<file path="src/core/wds_defs.vh">
// Constants for the watchdog and standby wake-up block
`ifndef WDS_DEFS_VH
`define WDS_DEFS_VH
// Register byte offsets
`define WDS_OFF_CTRL 12'h000
`define WDS_OFF_FLAGS 12'h004
`define WDS_OFF_STATUS 12'h008
`define WDS_OFF_PWR 12'h00c
`define WDS_OFF_WAKE 12'h010
`define WDS_OFF_COUNT 12'h014
// Control field layout and values
`define WDS_KEY_HI 7
`define WDS_KEY_LO 3
`define WDS_SEL_HI 2
`define WDS_SEL_LO 0
`define WDS_CTRL_RESET 8'h53
`define WDS_KEY_ON 5'h0a
`define WDS_KEY_OFF 5'h15
// Flag and status bits
`define WDS_FLAG_KEYF 0
`define WDS_ST_PDF 0
`define WDS_ST_EXP 1
`define WDS_ST_STBY 2
`define WDS_ST_EN 3
`define WDS_PWR_FAST 0
`define WDS_PWR_SLOW 1
// Standby modes, coded as {fast, slow} keep-on bits
`define WDS_MODE_SLEEP 2'h0
`define WDS_MODE_IDLE0 2'h1
`define WDS_MODE_IDLE1 2'h3
`define WDS_MODE_FAST_ONLY 2'h2
// Timing
`define WDS_LOW_SPEED_RC_OSC_HZ 32000
`define WDS_KEY_FAULT_TICKS 4
`define WDS_CNT_W 18
`endif

</file>
<file path="src/core/wds_top.v">
// Watchdog timer with standby entry and wake-up control
`timescale 1ns/100ps
`include "wds_defs.vh"
// Function
// - Fast-only standby keeps fast clock, stops slow clock unless watchdog enabled, halts execution.
// - Power-down instruction sets power-down flag and clears expired flag.
// - Standby entry clears counter; it runs only while watchdog enabled.
// - Standby holds memory, registers and port states unchanged.
// - Wake on enabled port A falling edge, interrupt or overflow.
// - Per-pin wake mask; pin wake resumes after power-down instruction.
// - Disabled interrupt or full stack: resume after power-down instruction.
// - Enabled interrupt with free stack: normal interrupt response.
// - Interrupt already pending at entry does not wake.
// - Counter advances only on low-speed RC clock ticks.
// - Period select gives 2^8,10,12,14,15,16,17,18 tick timeouts.
// - Key 01010 enables, 10101 disables, others reset after delay.
// - Key-fault reset sets key-fault flag; software writes 0 to clear.
// - After power-on key is 01010 and period select is 011.
// - Overflow in run mode resets device, sets expired, keeps pdf.
// - Overflow in standby sets both flags, resets pc and sp only.
// - Clear instruction, power-down and key-fault reset clear counter.
// - Fast keep-on 1 with slow keep-on 0 selects fast-only standby.
// - Low-speed oscillator runs whenever watchdog is enabled.
module wds_top #(
  parameter NPIN = 4,
  parameter NIRQ = 8,
  parameter KEY_FAULT_TICKS = `WDS_KEY_FAULT_TICKS
) (
  input wire pclk,
  input wire presetn,
  input wire psel,
  input wire penable,
  input wire pwrite,
  input wire [11:0] paddr,
  input wire [31:0] pwdata,
  output wire pready,
  output wire pslverr,
  output reg [31:0] prdata,
  input wire low_speed_rc_osc_tick,
  input wire halt_instr,
  input wire watchdog_clear_instruction_instr,
  input wire [NPIN-1:0] port_a,
  input wire [NIRQ-1:0] irq_req,
  input wire [NIRQ-1:0] irq_enable,
  input wire stack_full,
  output wire standby,
  output wire [1:0] standby_mode,
  output wire fast_clk_en,
  output wire low_speed_rc_osc_run,
  output reg device_reset,
  output reg pc_sp_reset,
  output reg resume_next,
  output reg irq_response
);

  // ===========================================================
  // Constants and helpers
  // ===========================================================
  localparam [`WDS_CNT_W-1:0] ONE = 18'h00001;
  localparam [7:0] KF_TICKS = KEY_FAULT_TICKS[7:0];

  // Terminal count for each period select code
  function [`WDS_CNT_W-1:0] wds_limit;
    input [2:0] sel;
    begin
      case (sel)
        3'h0: wds_limit = 18'h000ff;
        3'h1: wds_limit = 18'h003ff;
        3'h2: wds_limit = 18'h00fff;
        3'h3: wds_limit = 18'h03fff;
        3'h4: wds_limit = 18'h07fff;
        3'h5: wds_limit = 18'h0ffff;
        3'h6: wds_limit = 18'h1ffff;
        default: wds_limit = 18'h3ffff;
      endcase
    end
  endfunction

  // ===========================================================
  // Register state
  // ===========================================================
  reg [7:0] watchdog_control;
  reg watchdog_key_fault_flag;
  reg power_down_flag;
  reg watchdog_expired_flag;
  reg fast_osc_keep_on;
  reg slow_osc_keep_on;
  reg [NPIN-1:0] port_wake_mask;
  reg [`WDS_CNT_W-1:0] count;
  reg in_standby;
  reg [1:0] mode;
  reg [NIRQ-1:0] irq_masked;
  reg [NPIN-1:0] port_prev;
  reg [7:0] fault_cnt;

  wire [4:0] watchdog_enable_key;
  wire [2:0] watchdog_period_select;
  wire wdt_on;
  wire key_bad;
  wire wr_cycle;
  wire rd_setup;
  wire mapped;
  wire [31:0] next_rdata;

  assign watchdog_enable_key =
    watchdog_control[`WDS_KEY_HI:`WDS_KEY_LO];
  assign watchdog_period_select =
    watchdog_control[`WDS_SEL_HI:`WDS_SEL_LO];

  assign wdt_on = watchdog_enable_key == `WDS_KEY_ON;
  assign key_bad = !wdt_on &&
    watchdog_enable_key != `WDS_KEY_OFF;

  // ===========================================================
  // APB slave
  // ===========================================================
  // Zero wait states; read data captured in the setup cycle
  assign pready = 1'b1;
  assign mapped = paddr == `WDS_OFF_CTRL ||
    paddr == `WDS_OFF_FLAGS || paddr == `WDS_OFF_STATUS ||
    paddr == `WDS_OFF_PWR || paddr == `WDS_OFF_WAKE ||
    paddr == `WDS_OFF_COUNT;
  assign pslverr = psel && penable && !mapped;
  assign wr_cycle = psel && penable && pwrite && mapped;
  assign rd_setup = psel && !penable && !pwrite;

  // Read multiplexer
  assign next_rdata =
    (paddr == `WDS_OFF_CTRL) ? {24'h0, watchdog_control} :
    (paddr == `WDS_OFF_FLAGS) ?
      {31'h0, watchdog_key_fault_flag} :
    (paddr == `WDS_OFF_STATUS) ?
      {28'h0, wdt_on, in_standby, watchdog_expired_flag,
       power_down_flag} :
    (paddr == `WDS_OFF_PWR) ?
      {30'h0, slow_osc_keep_on, fast_osc_keep_on} :
    (paddr == `WDS_OFF_WAKE) ?
      {{(32-NPIN){1'b0}}, port_wake_mask} :
    (paddr == `WDS_OFF_COUNT) ? {14'h0, count} :
    32'h0;

  // Read data register
  always @(posedge pclk or negedge presetn)
  begin
    if (!presetn)
      prdata <= 32'h0;
    else if (rd_setup)
      prdata <= next_rdata;
  end

  // ===========================================================
  // Wake sources
  // ===========================================================
  wire [NPIN-1:0] pin_fall;
  wire [NIRQ-1:0] irq_new;
  wire irq_wake;
  wire pin_wake;
  wire irq_serve;
  wire tick_run;
  wire overflow;
  wire entering;

  // per-pin falling edge gated by its wake bit
  assign pin_fall = port_prev & ~port_a & port_wake_mask;
  assign pin_wake = |pin_fall;
  // requests pending at entry are masked off
  assign irq_new = irq_req & ~irq_masked;
  assign irq_wake = |irq_new;
  // serviceable only if enabled and stack has room
  assign irq_serve = |(irq_new & irq_enable) && !stack_full;

  // counter moves only on low-speed ticks
  assign tick_run = low_speed_rc_osc_tick && wdt_on;
  // timeout at selected power of two
  assign overflow = tick_run && !watchdog_clear_instruction_instr &&
    count == wds_limit(watchdog_period_select);
  assign entering = halt_instr && !in_standby;

  // Previous port sample for edge detection
  always @(posedge pclk or negedge presetn)
  begin
    if (!presetn)
      port_prev <= {NPIN{1'b0}};
    else
      port_prev <= port_a;
  end

  // ===========================================================
  // Clock enables and hold
  // ===========================================================
  // fast clock kept only when its keep-on bit is set
  assign fast_clk_en = !in_standby || mode[1];
  // slow oscillator forced on by an enabled watchdog
  assign low_speed_rc_osc_run = !in_standby || mode[0] || wdt_on;
  // core, memories and ports freeze while this is high
  assign standby = in_standby;
  assign standby_mode = mode;

  // ===========================================================
  // Standby state and wake decision
  // ===========================================================
  always @(posedge pclk or negedge presetn)
  begin
    if (!presetn)
    begin
      in_standby <= 1'b0;
      mode <= `WDS_MODE_SLEEP;
      irq_masked <= {NIRQ{1'b0}};
      resume_next <= 1'b0;
      irq_response <= 1'b0;
    end
    else
    begin
      resume_next <= 1'b0;
      irq_response <= 1'b0;
      if (entering)
      begin
        in_standby <= 1'b1;
        // mode from the two keep-on bits
        mode <= {fast_osc_keep_on, slow_osc_keep_on};
        irq_masked <= irq_req;
      end
      else if (in_standby)
      begin
        // overflow wins, then interrupt, then pin
        if (overflow)
          in_standby <= 1'b0;
        else if (irq_wake)
        begin
          in_standby <= 1'b0;
          // otherwise fall through to next instruction
          if (irq_serve)
            irq_response <= 1'b1;
          else
            resume_next <= 1'b1;
        end
        else if (pin_wake)
        begin
          // pin wake resumes after the halt
          in_standby <= 1'b0;
          resume_next <= 1'b1;
        end
      end
    end
  end

  // ===========================================================
  // Watchdog counter and key fault delay
  // ===========================================================
  // Fault delay counts ticks too, so it tracks the slow clock
  always @(posedge pclk or negedge presetn)
  begin
    if (!presetn)
    begin
      count <= {`WDS_CNT_W{1'b0}};
      fault_cnt <= 8'h0;
      device_reset <= 1'b0;
      pc_sp_reset <= 1'b0;
    end
    else
    begin
      device_reset <= 1'b0;
      pc_sp_reset <= 1'b0;
      // tick count before the key-fault reset
      if (!key_bad)
        fault_cnt <= 8'h0;
      else if (low_speed_rc_osc_tick)
        fault_cnt <= fault_cnt + 8'h01;
      if (key_bad && low_speed_rc_osc_tick && fault_cnt + 8'h01 >= KF_TICKS)
      begin
        count <= {`WDS_CNT_W{1'b0}};
        fault_cnt <= 8'h0;
        device_reset <= 1'b1;
      end
      // entry clears; disabled watchdog then stays at 0
      else if (entering || watchdog_clear_instruction_instr)
        count <= {`WDS_CNT_W{1'b0}};
      else if (overflow)
      begin
        count <= {`WDS_CNT_W{1'b0}};
        // run mode overflow: full device reset
        // standby overflow: pc and sp only
        if (in_standby)
          pc_sp_reset <= 1'b1;
        else
          device_reset <= 1'b1;
      end
      else if (tick_run)
        count <= count + ONE;
    end
  end

  wire fault_fire;
  assign fault_fire = key_bad && low_speed_rc_osc_tick &&
    fault_cnt + 8'h01 >= KF_TICKS;

  // ===========================================================
  // Software registers
  // ===========================================================
  // Key fault reloads the control word, else it would refire
  always @(posedge pclk or negedge presetn)
  begin
    if (!presetn)
    begin
      watchdog_control <= `WDS_CTRL_RESET;
      fast_osc_keep_on <= 1'b0;
      slow_osc_keep_on <= 1'b0;
      port_wake_mask <= {NPIN{1'b0}};
    end
    else
    begin
      if (fault_fire)
        watchdog_control <= `WDS_CTRL_RESET;
      else if (wr_cycle && paddr == `WDS_OFF_CTRL)
        watchdog_control <= pwdata[7:0];
      if (wr_cycle && paddr == `WDS_OFF_PWR)
      begin
        fast_osc_keep_on <= pwdata[`WDS_PWR_FAST];
        slow_osc_keep_on <= pwdata[`WDS_PWR_SLOW];
      end
      if (wr_cycle && paddr == `WDS_OFF_WAKE)
        port_wake_mask <= pwdata[NPIN-1:0];
    end
  end

  // Key fault flag: set beats a software clear
  always @(posedge pclk or negedge presetn)
  begin
    if (!presetn)
      watchdog_key_fault_flag <= 1'b0;
    else if (fault_fire)
      watchdog_key_fault_flag <= 1'b1;
    // only a write of 0 clears
    else if (wr_cycle && paddr == `WDS_OFF_FLAGS &&
             !pwdata[`WDS_FLAG_KEYF])
      watchdog_key_fault_flag <= 1'b0;
  end

  // ===========================================================
  // Status flags
  // ===========================================================
  // pdf cleared only by power-on, expired also by halt; read-only to software
  always @(posedge pclk or negedge presetn)
  begin
    if (!presetn)
    begin
      power_down_flag <= 1'b0;
      watchdog_expired_flag <= 1'b0;
    end
    // halt sets pdf and clears expired
    else if (entering)
    begin
      power_down_flag <= 1'b1;
      watchdog_expired_flag <= 1'b0;
    end
    else if (overflow)
    begin
      // pdf left as is in run mode
      watchdog_expired_flag <= 1'b1;
      if (in_standby)
        power_down_flag <= 1'b1;
    end
  end

endmodule // wds_top
</file>
<file path="config.mk">
export PLATFORM = sky130hd
export DESIGN_NAME = wds_top
export DESIGN_NICKNAME = d
export VERILOG_FILES = /design/src/core/wds_top.v
export VERILOG_INCLUDE_DIRS = /design/src /design/src/core
export SDC_FILE = /design/constraint.sdc
export NUM_CORES = 1
export LEC_CHECK = 0
export BUFFER_PORTS_ARGS = -buffer_cell sky130_fd_sc_hd__buf_2
export CAP_MARGIN = 20
export CORE_ASPECT_RATIO = 1.1
export CORE_MARGIN = 2
export CORE_UTILIZATION = 57
export DETAILED_ROUTE_END_ITERATION = 12
export MAX_ROUTING_LAYER = met4
export PLACE_DENSITY = 0.86
export RECOVER_POWER = 50
export SETUP_SLACK_MARGIN = 0.15
export SLEW_MARGIN = 20
export SYNTH_ARGS = -nofsm -noshare
export SYNTH_HDL_FRONTEND = slang
export SYNTH_SLANG_ARGS = --single-unit
</file>
<file path="constraint.sdc">
create_clock -name pclk -period 3.7 [get_ports pclk]
set_input_delay 0.185 -clock pclk [delete_from_list [all_inputs] [get_ports pclk]]
set_output_delay 0.185 -clock pclk [all_outputs]
set_load 0.02 [all_outputs]
</file>
==> metrics.md, run 1 <==
| Metric | Value |
|---|---|
| Status | `complete, but fails checks` |
| Violated checks | `max-capacitance violations, max-slew violations` |
| Power density over the cells | `418 nW/um^2` |
| Initial antenna violation count | `0` |
| Cells after Synth | `452` |
| Final setup vio count | `0` |
| Critical R2R Launch | `watchdog_control[6]$_DFFE_PN1P_` |
| N_diodes | `0` |
| 1st-pass router iterations | `4` |
| YS warnings | `0` |
| Total grt overflow | `0` |
| Hold Fails Final Rpt | `0` |
| Drt first-iter violations | `approximately 290` |
| Cts repair resizes | `0` |
| CTS tree | `yes` |
| Fin. max-slew vios | `81` |
| Wire per inst | `15.2 um` |
| Hold EP | `irq_masked[7]$_DFFE_PN0P_` |
| DR vias | `3492` |
| Synth top area cells | `dfrtp_1, nand2_1, nand3_1` |
| Largest net degree at the start of global routing | `81` |
| Reg2reg setup slack | `0.97 ns` |
| Die Span Y | `between 90 and 100 um` |
| Share of the synthesized area in the top cell type | `45.5%` |
| Routability cong. | `0.926` |
| Yosys cell types | `61` |
| Synth area leader | `dfrtp_1` |
| Port buffer count | `76` |
| Max H-tree Level | `3` |
| Hold WC Path Type | `primary input to register` |
| Critical path capture point type | `register` |
| Worst clock skew | `0.00942 ns` |
| Full die area | `8030 sq um` |
| Launch point of the worst hold path | `irq_req[7]` |
| Number of synthesized flops with an enable pin | `0` |
| CP Launch Type | `register` |
| Kind of critical path | `register to register` |
| # clock sinks | `80` |
| Rows | `32` |
| Relative slew slack | `-28.6%` |
| Period Utilization, post-route | `around three quarters` |
| Final setup TNS | `0 ns` |
| Total wire length | `9360 um` |
| Die width | `between 80 and 90 um` |
| Vias in the first global route | `3414` |
| Post-DP HPWL | `6780 um` |
| First-pass GRT wire length | `15800 um` |
| Placed instance count | `approximately 590` |
| Flops & latches, synth | `80` |
| RR Endpoint | `count[3]$_DFFE_PN0P_` |
| Final ANT Viol Nets | `0` |
| Tmin final | `2.73 ns` |
| Path depth of the worst reg2reg path | `7` |
| Clock Latency Late Sink | `0.35 ns` |
| Top FF cell, synth | `dfrtp_1` |
| Nets | `600` |
| Top-Level Pins | `~120` |
| Leakage power | `2.25 nW` |
| Residual DRC | `0` |
| Synth async-reset ratio | `100%` |
| Worst vdd ir | `between 300 and 400 uV` |
| TritonCTS buffer count | `9` |
| Tot GR Track Use | `25.6%` |
| Clock buffer depth | `2` |
| Finished Layout Cells | `614` |
| Syn_area_per_cell | `9.24 sq um` |
| Area grow syn2layout | `13.1%` |
| Max Clock Freq | `0.367 GHz` |
| Clk root buf | `clkbuf_8` |
| CP required | `3.93 ns` |
| Unrepaired setup endpoints after global routing | `no` |
| Worst-Margin Slew | `1.93 ns` |
| Hold path depth | `3` |
| Cell Area, Synth | `4180 sq um` |
| Core ar. | `7050 sq um` |
| Clock-pin slew on the worst setup and hold paths | `around 0.080 ns` |
| Via density | `5.69` |
| Layout cells sized above 1 | `21.2%` |
| Critical path peak fanout | `14` |
| Number of max-cap violations | `1` |
| Sequential area share after synthesis | `48.0%` |
| Critical Path AT | `2.95 ns` |
| Starting Density | `59.3%` |
-- layer usage --
metal	GRT usage, %	wire, um	vias to the layer above
met5	-	0	-
met4	12.0	223	0
met3	4.57	493	19
met2	41.6	4730	122
met1	31.3	3910	1676
li1	-	-	1675
-- cell usage in the layout (no fill, tap or decap), types with 4 or more instances in the layout --
| cell type | Yosys | layout |
|---|---|---|
| a22oi_1 | 10 | 10 |
| a21oi_1 | 20 | 20 |
| nor2_2 | 10 | 10 |
| nand4_1 | 4 | 4 |
| and2_1 | 10 | 10 |
| nand3b_1 | 4 | 4 |
| nor2_1 | 23 | 23 |
| nand3_1 | 30 | 30 |
| clkbuf_1 | 17 | 15 |
| and3_1 | 5 | 5 |
| nor4_1 | 6 | 6 |
| nor2b_1 | 10 | 10 |
| nor3b_1 | 4 | 4 |
| or3_1 | 4 | 4 |
| inv_1 | 4 | 4 |
| dlygate4sd3_1 | 0 | 5 |
| xor2_1 | 14 | 14 |
| conb_1 | 2 | 15 |
| mux2_2 | 8 | 8 |
| buf_2 | 1 | 63 |
| nor3_1 | 7 | 7 |
| clkbuf_8 | 0 | 11 |
| buf_4 | 16 | 4 |
| o31ai_1 | 4 | 4 |
| dfrtp_1 | 76 | 76 |
| nand2_1 | 97 | 97 |
| dfstp_2 | 4 | 4 |
| o21ai_0 | 14 | 14 |
-- sequential cells by signal, indices dropped and copies added (netlist names) --
signal / count
fault_cnt: 8
slow_osc_keep_on: 1
watchdog_expired_flag: 1
watchdog_key_fault_flag: 1
fast_osc_keep_on: 1
standby_mode: 2
prdata: 18
port_wake_mask: 4
power_down_flag: 1
watchdog_control: 8
irq_masked: 8
irq_response: 1
resume_next: 1
count: 18
device_reset: 1
port_prev: 4
pc_sp_reset: 1
standby: 1
-- worst max-delay path by stage --
stage	to	slack, ns	depth (start not counted)	start
finish	count[3]$_DFFE_PN0P_	0.97	7	watchdog_control[6]$_DFFE_PN1P_
global route	count[3]$_DFFE_PN0P_	0.89	7	watchdog_control[6]$_DFFE_PN1P_
CTS	count[3]$_DFFE_PN0P_	1.02	7	watchdog_control[6]$_DFFE_PN1P_
detailed placement	count[3]$_DFFE_PN0P_	1.06	7	watchdog_control[6]$_DFFE_PN1P_
global placement	count[2]$_DFFE_PN0P_	1.17	7	watchdog_control[6]$_DFFE_PN1P_
floorplan	count[8]$_DFFE_PN0P_	1.44	10	watchdog_control[6]$_DFFE_PN1P_
-- final cells by class --
class | instances | area, sq um
Sequential cell | 80 | 2010
Clock inverter | 2 | 15.0
Clock buffer | 14 | 163
Timing Repair Buffer | 85 | 445
Multi-Input combinational cell | 344 | 1970
Tap cell | 85 | 106
Fill cell | 578 | 2320
Inverter | 4 | 15.0
-- cells in the mapped netlist (all sizes together), types with 3 or more instances --
cell type and instances:
nor3 8, xor2 14, o211ai 3, nand2 98, o31ai 4, and3 6
inv 4, o2111ai 3, a22oi 10, nand3b 4, o21ai 15, or3 4
and2 10, buf 20, mux2 8, nand3 31, nor4 6, dfstp 4
clkbuf 17, nor3b 4, ha 3, nor4b 3, nand4 4, nor2 33
nor2b 10, a21oi 20, dfrtp 76
-- cell families after synthesis --
group | share of synthesized area, %
AND/OR/NAND/NOR | 28.3
flip-flops | 48.0
AO/OA/AOI/OAI | 10.7
buffers and inverters | 5.90
XOR/XNOR | 3.35
multiplexers | 2.64
adder cells (fa/ha/maj) | 0.899
other | 0.180
-- report_power, final --
group	internal, mW	total [mW]	switching (mW)	leakage [nW]
Sequential	0.952	1.02	0.0725	1.06
Combinational	0.136	0.366	0.230	1.10
Clock	0.282	0.586	0.304	0.0829
-- repair_timing --
action / in CTS / in global routing
hold endpoints to repair: 4 / 76
setup buffers: 0 / 0
hold buffers: 4 / 1
-- worst max-delay path: stages, from the launching register on --
cell	delay, ns
dfstp_2	0.57
nor4b_4	0.29
and3_1	0.40
nand2_4	0.10
nor4b_2	0.29
or3b_1	0.56
nand3_4	0.30
nor2_1	0.09
-- stage by stage --
stage	setup WS (ns)	instance area [sq um]	hold WS (ns)	power (mW)	utilization (%)
floorplan	1.44	4230	-0.111	1.29	-
global placement	1.17	4510	0.305	1.37	64.1
detailed placement	1.06	4510	0.310	1.40	64.1
CTS	1.02	4730	0.0189	1.98	67.2
global route	0.892	4720	0.0365	2.07	67.0
finish	0.975	4720	0.0293	1.98	67.0
(Power assumes the default switching activity.)
==> run 2: changes to the inputs <==
--- a/config.mk
+++ b/config.mk
@@ -10,10 +10,10 @@
 export CAP_MARGIN = 20
 export CORE_ASPECT_RATIO = 1.1
 export CORE_MARGIN = 2
-export CORE_UTILIZATION = 57
+export CORE_UTILIZATION = 53
 export DETAILED_ROUTE_END_ITERATION = 12
 export MAX_ROUTING_LAYER = met4
-export PLACE_DENSITY = 0.86
+export PLACE_DENSITY = 0.81
 export RECOVER_POWER = 50
 export SETUP_SLACK_MARGIN = 0.15
 export SLEW_MARGIN = 20
==> constraint.sdc (replaced) <==
create_clock -name pclk -period 2.9 [get_ports pclk]
set_input_delay 0.145 -clock pclk [delete_from_list [all_inputs] [get_ports pclk]]
set_output_delay 0.145 -clock pclk [all_outputs]
set_load 0.02 [all_outputs]
==> run 2 against run 1 <==
Net effect: the run still ends with max-capacitance violations, max-slew violations left; clock skew is 0.0027 ns lower; non-clock buffer count is 6 higher; die area is 7.2% higher; worst hold slack worse by 0.018 ns; sequential cell count stayed put; wire length is 0.62% lower; combinational power is 29% higher; design area is 1.5% higher.
==> metrics.md, run 2 (same netlist as run 1, synthesis figures left out) <==
| Metric | Value |
|---|---|
| Status | `complete, but fails checks` |
| Violated checks | `max-capacitance violations, max-slew violations` |
| Hold Fails Final Rpt | `0 (unchanged)` |
| Worst vdd ir | `365 uV (+11%)` |
| Top Layer Used | `met4` |
| Nets | `606 (+1.0%)` |
| Critical path capture point type | `register` |
| Top-Level Pins | `116 (unchanged)` |
| Critical Path AT | `2.73 ns (-0.22 ns)` |
| Net Sw Frac | `29.6% (-1.1 points)` |
| Hold WC Path Type | `primary input to register` |
| Die Span Y | `97.1 um (+3.5%)` |
| Die width | `88.7 um (+3.5%)` |
| Total wire length | `9300 um (-0.62%)` |
| Finished Layout Cells | `639 (+4.1%)` |
| CP required | `3.13 ns (-0.80 ns)` |
| Residual DRC | `0 (unchanged)` |
| Clock buffer depth | `2 (unchanged)` |
| DR vias | `3489 (-0.086%)` |
| Largest net degree at the start of global routing | `81 (unchanged)` |
| Launch point of the worst hold path | `irq_req[5]` |
| Clock Latency Late Sink | `0.34 ns (about the same)` |
| Leakage power | `2.23 nW (-0.72%)` |
| Tot GR Track Use | `23.5% (-2.1 points)` |
| Area grow syn2layout | `14.8%` |
| Kind of critical path | `register to register` |
| Final Cell Area | `4790 sq um (+1.5%)` |
| Final setup TNS | `0 ns (unchanged)` |
| Commonest cells after routing, fill and taps aside | `nand2_1, dfrtp_1, buf_2, nand3_1, clkbuf_1` |
| Path depth of the worst reg2reg path | `7 (unchanged)` |
| Critical path peak fanout | `14 (unchanged)` |
| Final setup vio count | `0 (unchanged)` |
| Met1 Routed Length | `3990 um (+2.2%)` |
| # clock sinks | `80 (unchanged)` |
| Layout cells sized above 1 | `19.3% (-1.9 points)` |
| Power density over the cells | `535 nW/um^2 (+28%)` |
| Tmin final | `2.51 ns (-0.216 ns)` |
| Wire per inst | `14.5 um (-4.5%)` |
| Hold EP | `irq_masked[5]$_DFFE_PN0P_` |
| Full die area | `8610 sq um (+7.2%)` |
| TritonCTS buffer count | `9 (unchanged)` |
| Final ANT Viol Nets | `0 (unchanged)` |
| Worst-Margin Slew | `1.93 ns (+0.0000204 ns)` |
| Max Clock Freq | `0.399 GHz (+8.6%)` |
| Net Switching | `759 uW (+25%)` |
| Clock-pin slew on the worst setup and hold paths | `0.07 ns (about the same)` |
| Fin. max-slew vios | `81 (unchanged)` |
| CTS tree | `yes` |
| Reg power frac | `50.8% (-1.0 points)` |
| Initial antenna violation count | `0 (unchanged)` |
| Routability cong. | `0.902 (-2.6%)` |
| Area after DPL | `4560 sq um (+1.1%)` |
| Vias in the first global route | `3459 (+1.3%)` |
| Period Utilization, post-route | `86.5% (+13 points)` |
| Core ar. | `7560 sq um (+7.2%)` |
| Via density | `5.46 (-4.0%)` |
| RR Endpoint | `count[2]$_DFFE_PN0P_` |
| Starting Density | `55.3% (-4.0 points)` |
| Post-DP HPWL | `6670 um (-1.7%)` |
| Worst clock skew | `0.00667 ns (-0.00275 ns)` |
| Power share of the combinational group | `18.3% (-0.2 points)` |
| CP Launch Type | `register` |
| Relative slew slack | `-28.6% (about the same)` |
| Reg2reg setup slack | `0.39 ns (-0.58 ns)` |
| P_int | `1.81 mW (+32%)` |
| N_diodes | `0 (unchanged)` |
| Rows | `33 (+3.1%)` |
| Clk root buf | `clkbuf_8` |
| Critical R2R Launch | `watchdog_control[6]$_DFFE_PN1P_` |
| DR WL met2 | `4730 um (-0.13%)` |
| Filler cells | `631 (+9.2%)` |
| Area of the multi-input gates | `1970 sq um (about the same)` |
| Sequential Area | `2010 sq um (unchanged)` |
| Post-CTS setup buffers | `0 (unchanged)` |
| Leading cell type in the layout, fill and taps excluded | `nand2_1` |
| Port buffer count | `76 (unchanged)` |
| Unrepaired setup endpoints after global routing | `no` |
| Total grt overflow | `0 (unchanged)` |
| 1st-pass router iterations | `4 (unchanged)` |
| Met3 WL | `398 um (-19%)` |
| Drt first-iter violations | `210 (-28%)` |
| Placed instance count | `616 (+3.9%)` |
| Max H-tree Level | `3 (unchanged)` |
| Hold path depth | `3 (unchanged)` |
| First-pass GRT wire length | `15600 um (-1.2%)` |
| Number of max-cap violations | `1 (unchanged)` |
| Biggest regs | `count x18, prdata x18` |
| Clock Power Share | `30.8% (+1.1 points)` |
-- run 2: cell count changes in the layout (fill, tap and decap cells not counted), sizes merged --
| cell | previous run | this run |
|---|---|---|
| buf | 67 | 56 |
| clkbuf | 27 | 38 |
| clkinv | 0 | 3 |
| dlygate4sd3 | 5 | 8 |
| clkinvlp | 2 | 0 |
| bufinv | 0 | 1 |
-- run 2: metrics by stage --
stage               hold WS [ns]  total power [mW]  utilization [%]  setup WS (ns)
floorplan                 -0.151              1.64                -          0.636
global placement           0.265              1.76             60.4          0.401
detailed placement         0.267              1.78             60.4          0.328
CTS                      0.00200              2.58             63.9          0.308
global route              0.0158              2.68             63.5          0.246
finish                    0.0114              2.56             63.5          0.391
-- run 2: what timing repair did --
action                                 4_1_cts  5_1_grt
endpoints found under the hold margin       30        0
setup endpoints to repair                    0        5
resized for setup                            0        1
hold buffers                                 8        0
-- run 2: final cells by class --
type	count	area share, %
Inverter	4	0.313
Clock buffer	11	2.95
Multi-Input combinational cell	344	41.2
Tap cell	105	2.74
Timing Repair Buffer	91	10.0
Sequential cell	80	41.9
Clock inverter	4	0.939
-- run 2: worst max-delay path by stage --
stage / from / end / slack, ns / depth (start not counted)
global route: watchdog_control[6]$_DFFE_PN1P_ / count[2]$_DFFE_PN0P_ / 0.25 / 7
floorplan: watchdog_control[6]$_DFFE_PN1P_ / count[8]$_DFFE_PN0P_ / 0.64 / 10
global placement: watchdog_control[6]$_DFFE_PN1P_ / count[2]$_DFFE_PN0P_ / 0.40 / 7
detailed placement: watchdog_control[6]$_DFFE_PN1P_ / count[2]$_DFFE_PN0P_ / 0.33 / 7
CTS: watchdog_control[6]$_DFFE_PN1P_ / count[4]$_DFFE_PN0P_ / 0.31 / 7
finish: watchdog_control[6]$_DFFE_PN1P_ / count[2]$_DFFE_PN0P_ / 0.39 / 7
-- run 2: power groups by stage --
stage,clock [mW],combinational (mW),sequential [mW]
3_3_place_gp,0,0.441,1.32
4_1_cts,0.802,0.472,1.30
6_report,0.791,0.471,1.30
2_1_floorplan,0,0.346,1.30
5_1_grt,0.842,0.527,1.32
3_5_place_dp,0,0.461,1.32
-- run 2: metal layers --
layer / global-route usage (%) / vias up
met5: - / -
met4: 9.79 / 0
met3: 4.33 / 20
met2: 37.0 / 105
met1: 29.7 / 1680
li1: - / 1684
-- run 2: critical path, stage by stage, from the launching register on --
cell and delay (ns):
dfstp_2 0.56, nor4b_4 0.26, and3_2 0.33, nand2_4 0.07
nor4b_2 0.25, or3b_1 0.53, nand3_4 0.30, nor2_1 0.08
==> run 3: changes to the inputs <==
==> constraint.sdc (replaced) <==
create_clock -name pclk -period 2.9 [get_ports pclk]
set_input_delay 0.435 -clock pclk [delete_from_list [all_inputs] [get_ports pclk]]
set_output_delay 0.435 -clock pclk [all_outputs]
set_load 0.02 [all_outputs]
==> run 3 against run 2 <==
Net effect: the flow now finishes without violations; total power grew 5.2%; sequential cell count is the same; highest routed layer unchanged; non-clock buffer count shrank 7; combinational power shrank 2%; critical path depth is the same; utilization is essentially flat.
==> metrics.md, run 3 (same netlist as run 1, synthesis figures left out) <==
| Metric | Value |
|---|---|
| Rows | `33 (unchanged)` |
| Vias in the first global route | `3320 (-4.0%)` |
| Die Span Y | `97.1 um (unchanged)` |
| Clock-pin slew on the worst setup and hold paths | `0.08 ns (about the same)` |
| TritonCTS buffer count | `9 (unchanged)` |
| Reg power frac | `48.4% (-2.4 points)` |
| Final setup vio count | `0 (unchanged)` |
| Worst vdd ir | `455 uV (+25%)` |
| Placed instance count | `615 (-0.16%)` |
| Status | `completed` |
| Drt first-iter violations | `150 (-29%)` |
| Final worst slack | `0.343 ns (-0.0480 ns)` |
| Critical path capture point type | `register` |
| 1st-pass router iterations | `5 (+1)` |
| Hold WC Path Type | `primary input to register` |
| Number of max-cap violations | `0 (-1)` |
| Via density | `5.54 (+1.4%)` |
| Slowest cell on crit path | `dfstp_2` |
| Worst clock skew | `0.0104 ns (+0.00371 ns)` |
| Relative slew slack | `26.8% (+55 points)` |
| P_int | `1.90 mW (+5.1%)` |
| Unrepaired setup endpoints after global routing | `no` |
| Clock buffer depth | `2 (unchanged)` |
| Final setup TNS | `0 ns (unchanged)` |
| Power density over the cells | `562 nW/um^2 (+5.1%)` |
| Max Clock Freq | `0.391 GHz (-1.9%)` |
| Post-DP HPWL | `6840 um (+2.6%)` |
| Commonest cells after routing, fill and taps aside | `nand2_1, dfrtp_1, buf_2, nand3_1, nor2_1` |
| Net Sw Frac | `29.7% (+0.091 points)` |
| Worst-Margin Slew | `1.10 ns (-0.831 ns)` |
| Net Switching | `801 uW (+5.5%)` |
| CP Launch Type | `register` |
| Total grt overflow | `0 (unchanged)` |
| Path depth of the worst reg2reg path | `7 (unchanged)` |
| Slowest stage delay, CP | `0.56 ns (about the same)` |
| DR vias | `3506 (+0.49%)` |
| Nets | `599 (-1.2%)` |
| Leading cell type in the layout, fill and taps excluded | `nand2_1` |
| Largest net degree at the start of global routing | `81 (unchanged)` |
| Area grow syn2layout | `14.9% (about the same)` |
| Final ANT Viol Nets | `0 (unchanged)` |
| Top-Level Pins | `116 (unchanged)` |
| CTS tree | `yes` |
| Crit path to | `count[3]$_DFFE_PN0P_` |
| Full die area | `8610 sq um (unchanged)` |
| Clk root buf | `clkbuf_8` |
| Critical Path AT | `2.79 ns (+0.06 ns)` |
| Finished Layout Cells | `633 (-0.94%)` |
| Max H-tree Level | `3 (unchanged)` |
| Hold Fails Final Rpt | `0 (unchanged)` |
| Tmin final | `2.56 ns (+0.0480 ns)` |
| Starting Density | `55.3% (unchanged)` |
| First-pass GRT wire length | `15700 um (+0.53%)` |
| Die width | `88.7 um (unchanged)` |
| Port buffer count | `76 (unchanged)` |
| Power share of the combinational group | `17.1% (-1.2 points)` |
| Post-CTS setup buffers | `0 (unchanged)` |
| Clock Latency Late Sink | `0.36 ns (+0.02 ns)` |
| # clock sinks | `80 (unchanged)` |
| Biggest regs | `count x18, prdata x18` |
| RR Endpoint | `count[3]$_DFFE_PN0P_` |
| Initial antenna violation count | `0 (unchanged)` |
| Worst Setup SP | `watchdog_control[6]$_DFFE_PN1P_` |
| Setup WS pre-CTS | `0.302 ns (-0.0259 ns)` |
| Total wire length | `9480 um (+1.9%)` |
| Clock Power Share | `34.5% (+3.7 points)` |
| Cells along the critical path | `nor4b_4 -> and3_2 -> nand2_4 -> nor4b_2 -> or3b_1 -> nand3_4 -> nor2_1` |
| Residual DRC | `0 (unchanged)` |
| Wire per inst | `15.0 um (+2.9%)` |
| Reg2reg setup slack | `0.34 ns (-0.05 ns)` |
| Fin. max-slew vios | `0 (-100%)` |
| N_diodes | `0 (unchanged)` |
| Filler cells | `678 (+7.4%)` |
| Routability cong. | `0.900 (-0.28%)` |
| Leakage power | `2.32 nW (+3.7%)` |
| Critical R2R Launch | `watchdog_control[6]$_DFFE_PN1P_` |
| Core ar. | `7560 sq um (unchanged)` |
| Layout cells sized above 1 | `24.4% (+5.1 points)` |
| Period Utilization, post-route | `88.2% (+1.7 points)` |
| CP required | `3.14 ns (about the same)` |
| Kind of critical path | `register to register` |
| Critical path peak fanout | `14 (unchanged)` |
| Tot GR Track Use | `23.9% (+0.40 points)` |
## run 3: cell types whose count changed in the layout (fill, tap and decap cells not counted), sizes merged
cell	before	now
clkinvlp	0	2
buf	56	80
clkbuf	38	13
bufinv	1	2
dlygate4sd3	8	1
clkinv	3	2
## run 3: critical path: cells and delay by family (launching register included)
kind	cells	cell delay [ns]
and+or+nand+nor	7	1.87
DFF	1	0.56
## run 3: how the worst min path moves through the flow
stage	startpoint	endpoint	cells past startpoint
detailed placement	prdata[8]$_DFFE_PN0P_	prdata[8]$_DFFE_PN0P_	2
global placement	prdata[11]$_DFFE_PN0P_	prdata[11]$_DFFE_PN0P_	2
global route	port_a[1]	port_prev[1]$_DFF_PN0_	1
floorplan	presetn	count[0]$_DFFE_PN0P_	0
finish	port_a[1]	port_prev[1]$_DFF_PN0_	1
CTS	port_a[1]	port_prev[1]$_DFF_PN0_	1
## run 3: timing repair
action                     in CTS  in global routing
hold buffers                    0                  1
setup endpoints to repair       0                  7
resized for setup               0                  1
hold endpoints to repair        0                 19
## run 3: layer usage
| metal | track usage, % | routed length (um) | vias to the layer above |
|---|---|---|---|
| li1 | - | - | 1667 |
| met1 | 30.4 | 4030 | 1701 |
| met2 | 37.8 | 4760 | 118 |
| met3 | 3.99 | 462 | 20 |
| met4 | 9.79 | 216 | 0 |
| met5 | - | 0 | - |
## run 3: through the flow
step | hold WS, ns | power, mW | instance area, sq um | utilization [%]
finish | 0.194 | 2.70 | 4800 | 63.5
global route | 0.186 | 2.83 | 4800 | 63.5
CTS | 0.184 | 2.70 | 4780 | 63.3
detailed placement | 0.450 | 1.78 | 4550 | 60.3
global placement | 0.444 | 1.76 | 4550 | 60.3
floorplan | 0.139 | 1.64 | 4230 | -
## run 3: layout make-up
type                    instances  area, sq um  area share [%]
inverters                       4         15.0           0.313
multi-input cells             344         1970            41.1
well taps                     105          131            2.74
clock inverters                 6         92.6            1.93
flip-flops and latches         80         2010            41.8
clock buffers                  10          138            2.87
repair buffers                 84          440            9.18
## run 3: power groups by stage
stage               Sequential, mW  Clock [mW]  Combinational [mW]
global route                  1.32       0.994               0.520
detailed placement            1.32           0               0.458
global placement              1.32           0               0.438
floorplan                     1.30           0               0.346
CTS                           1.30       0.942               0.460
finish                        1.30       0.931               0.463
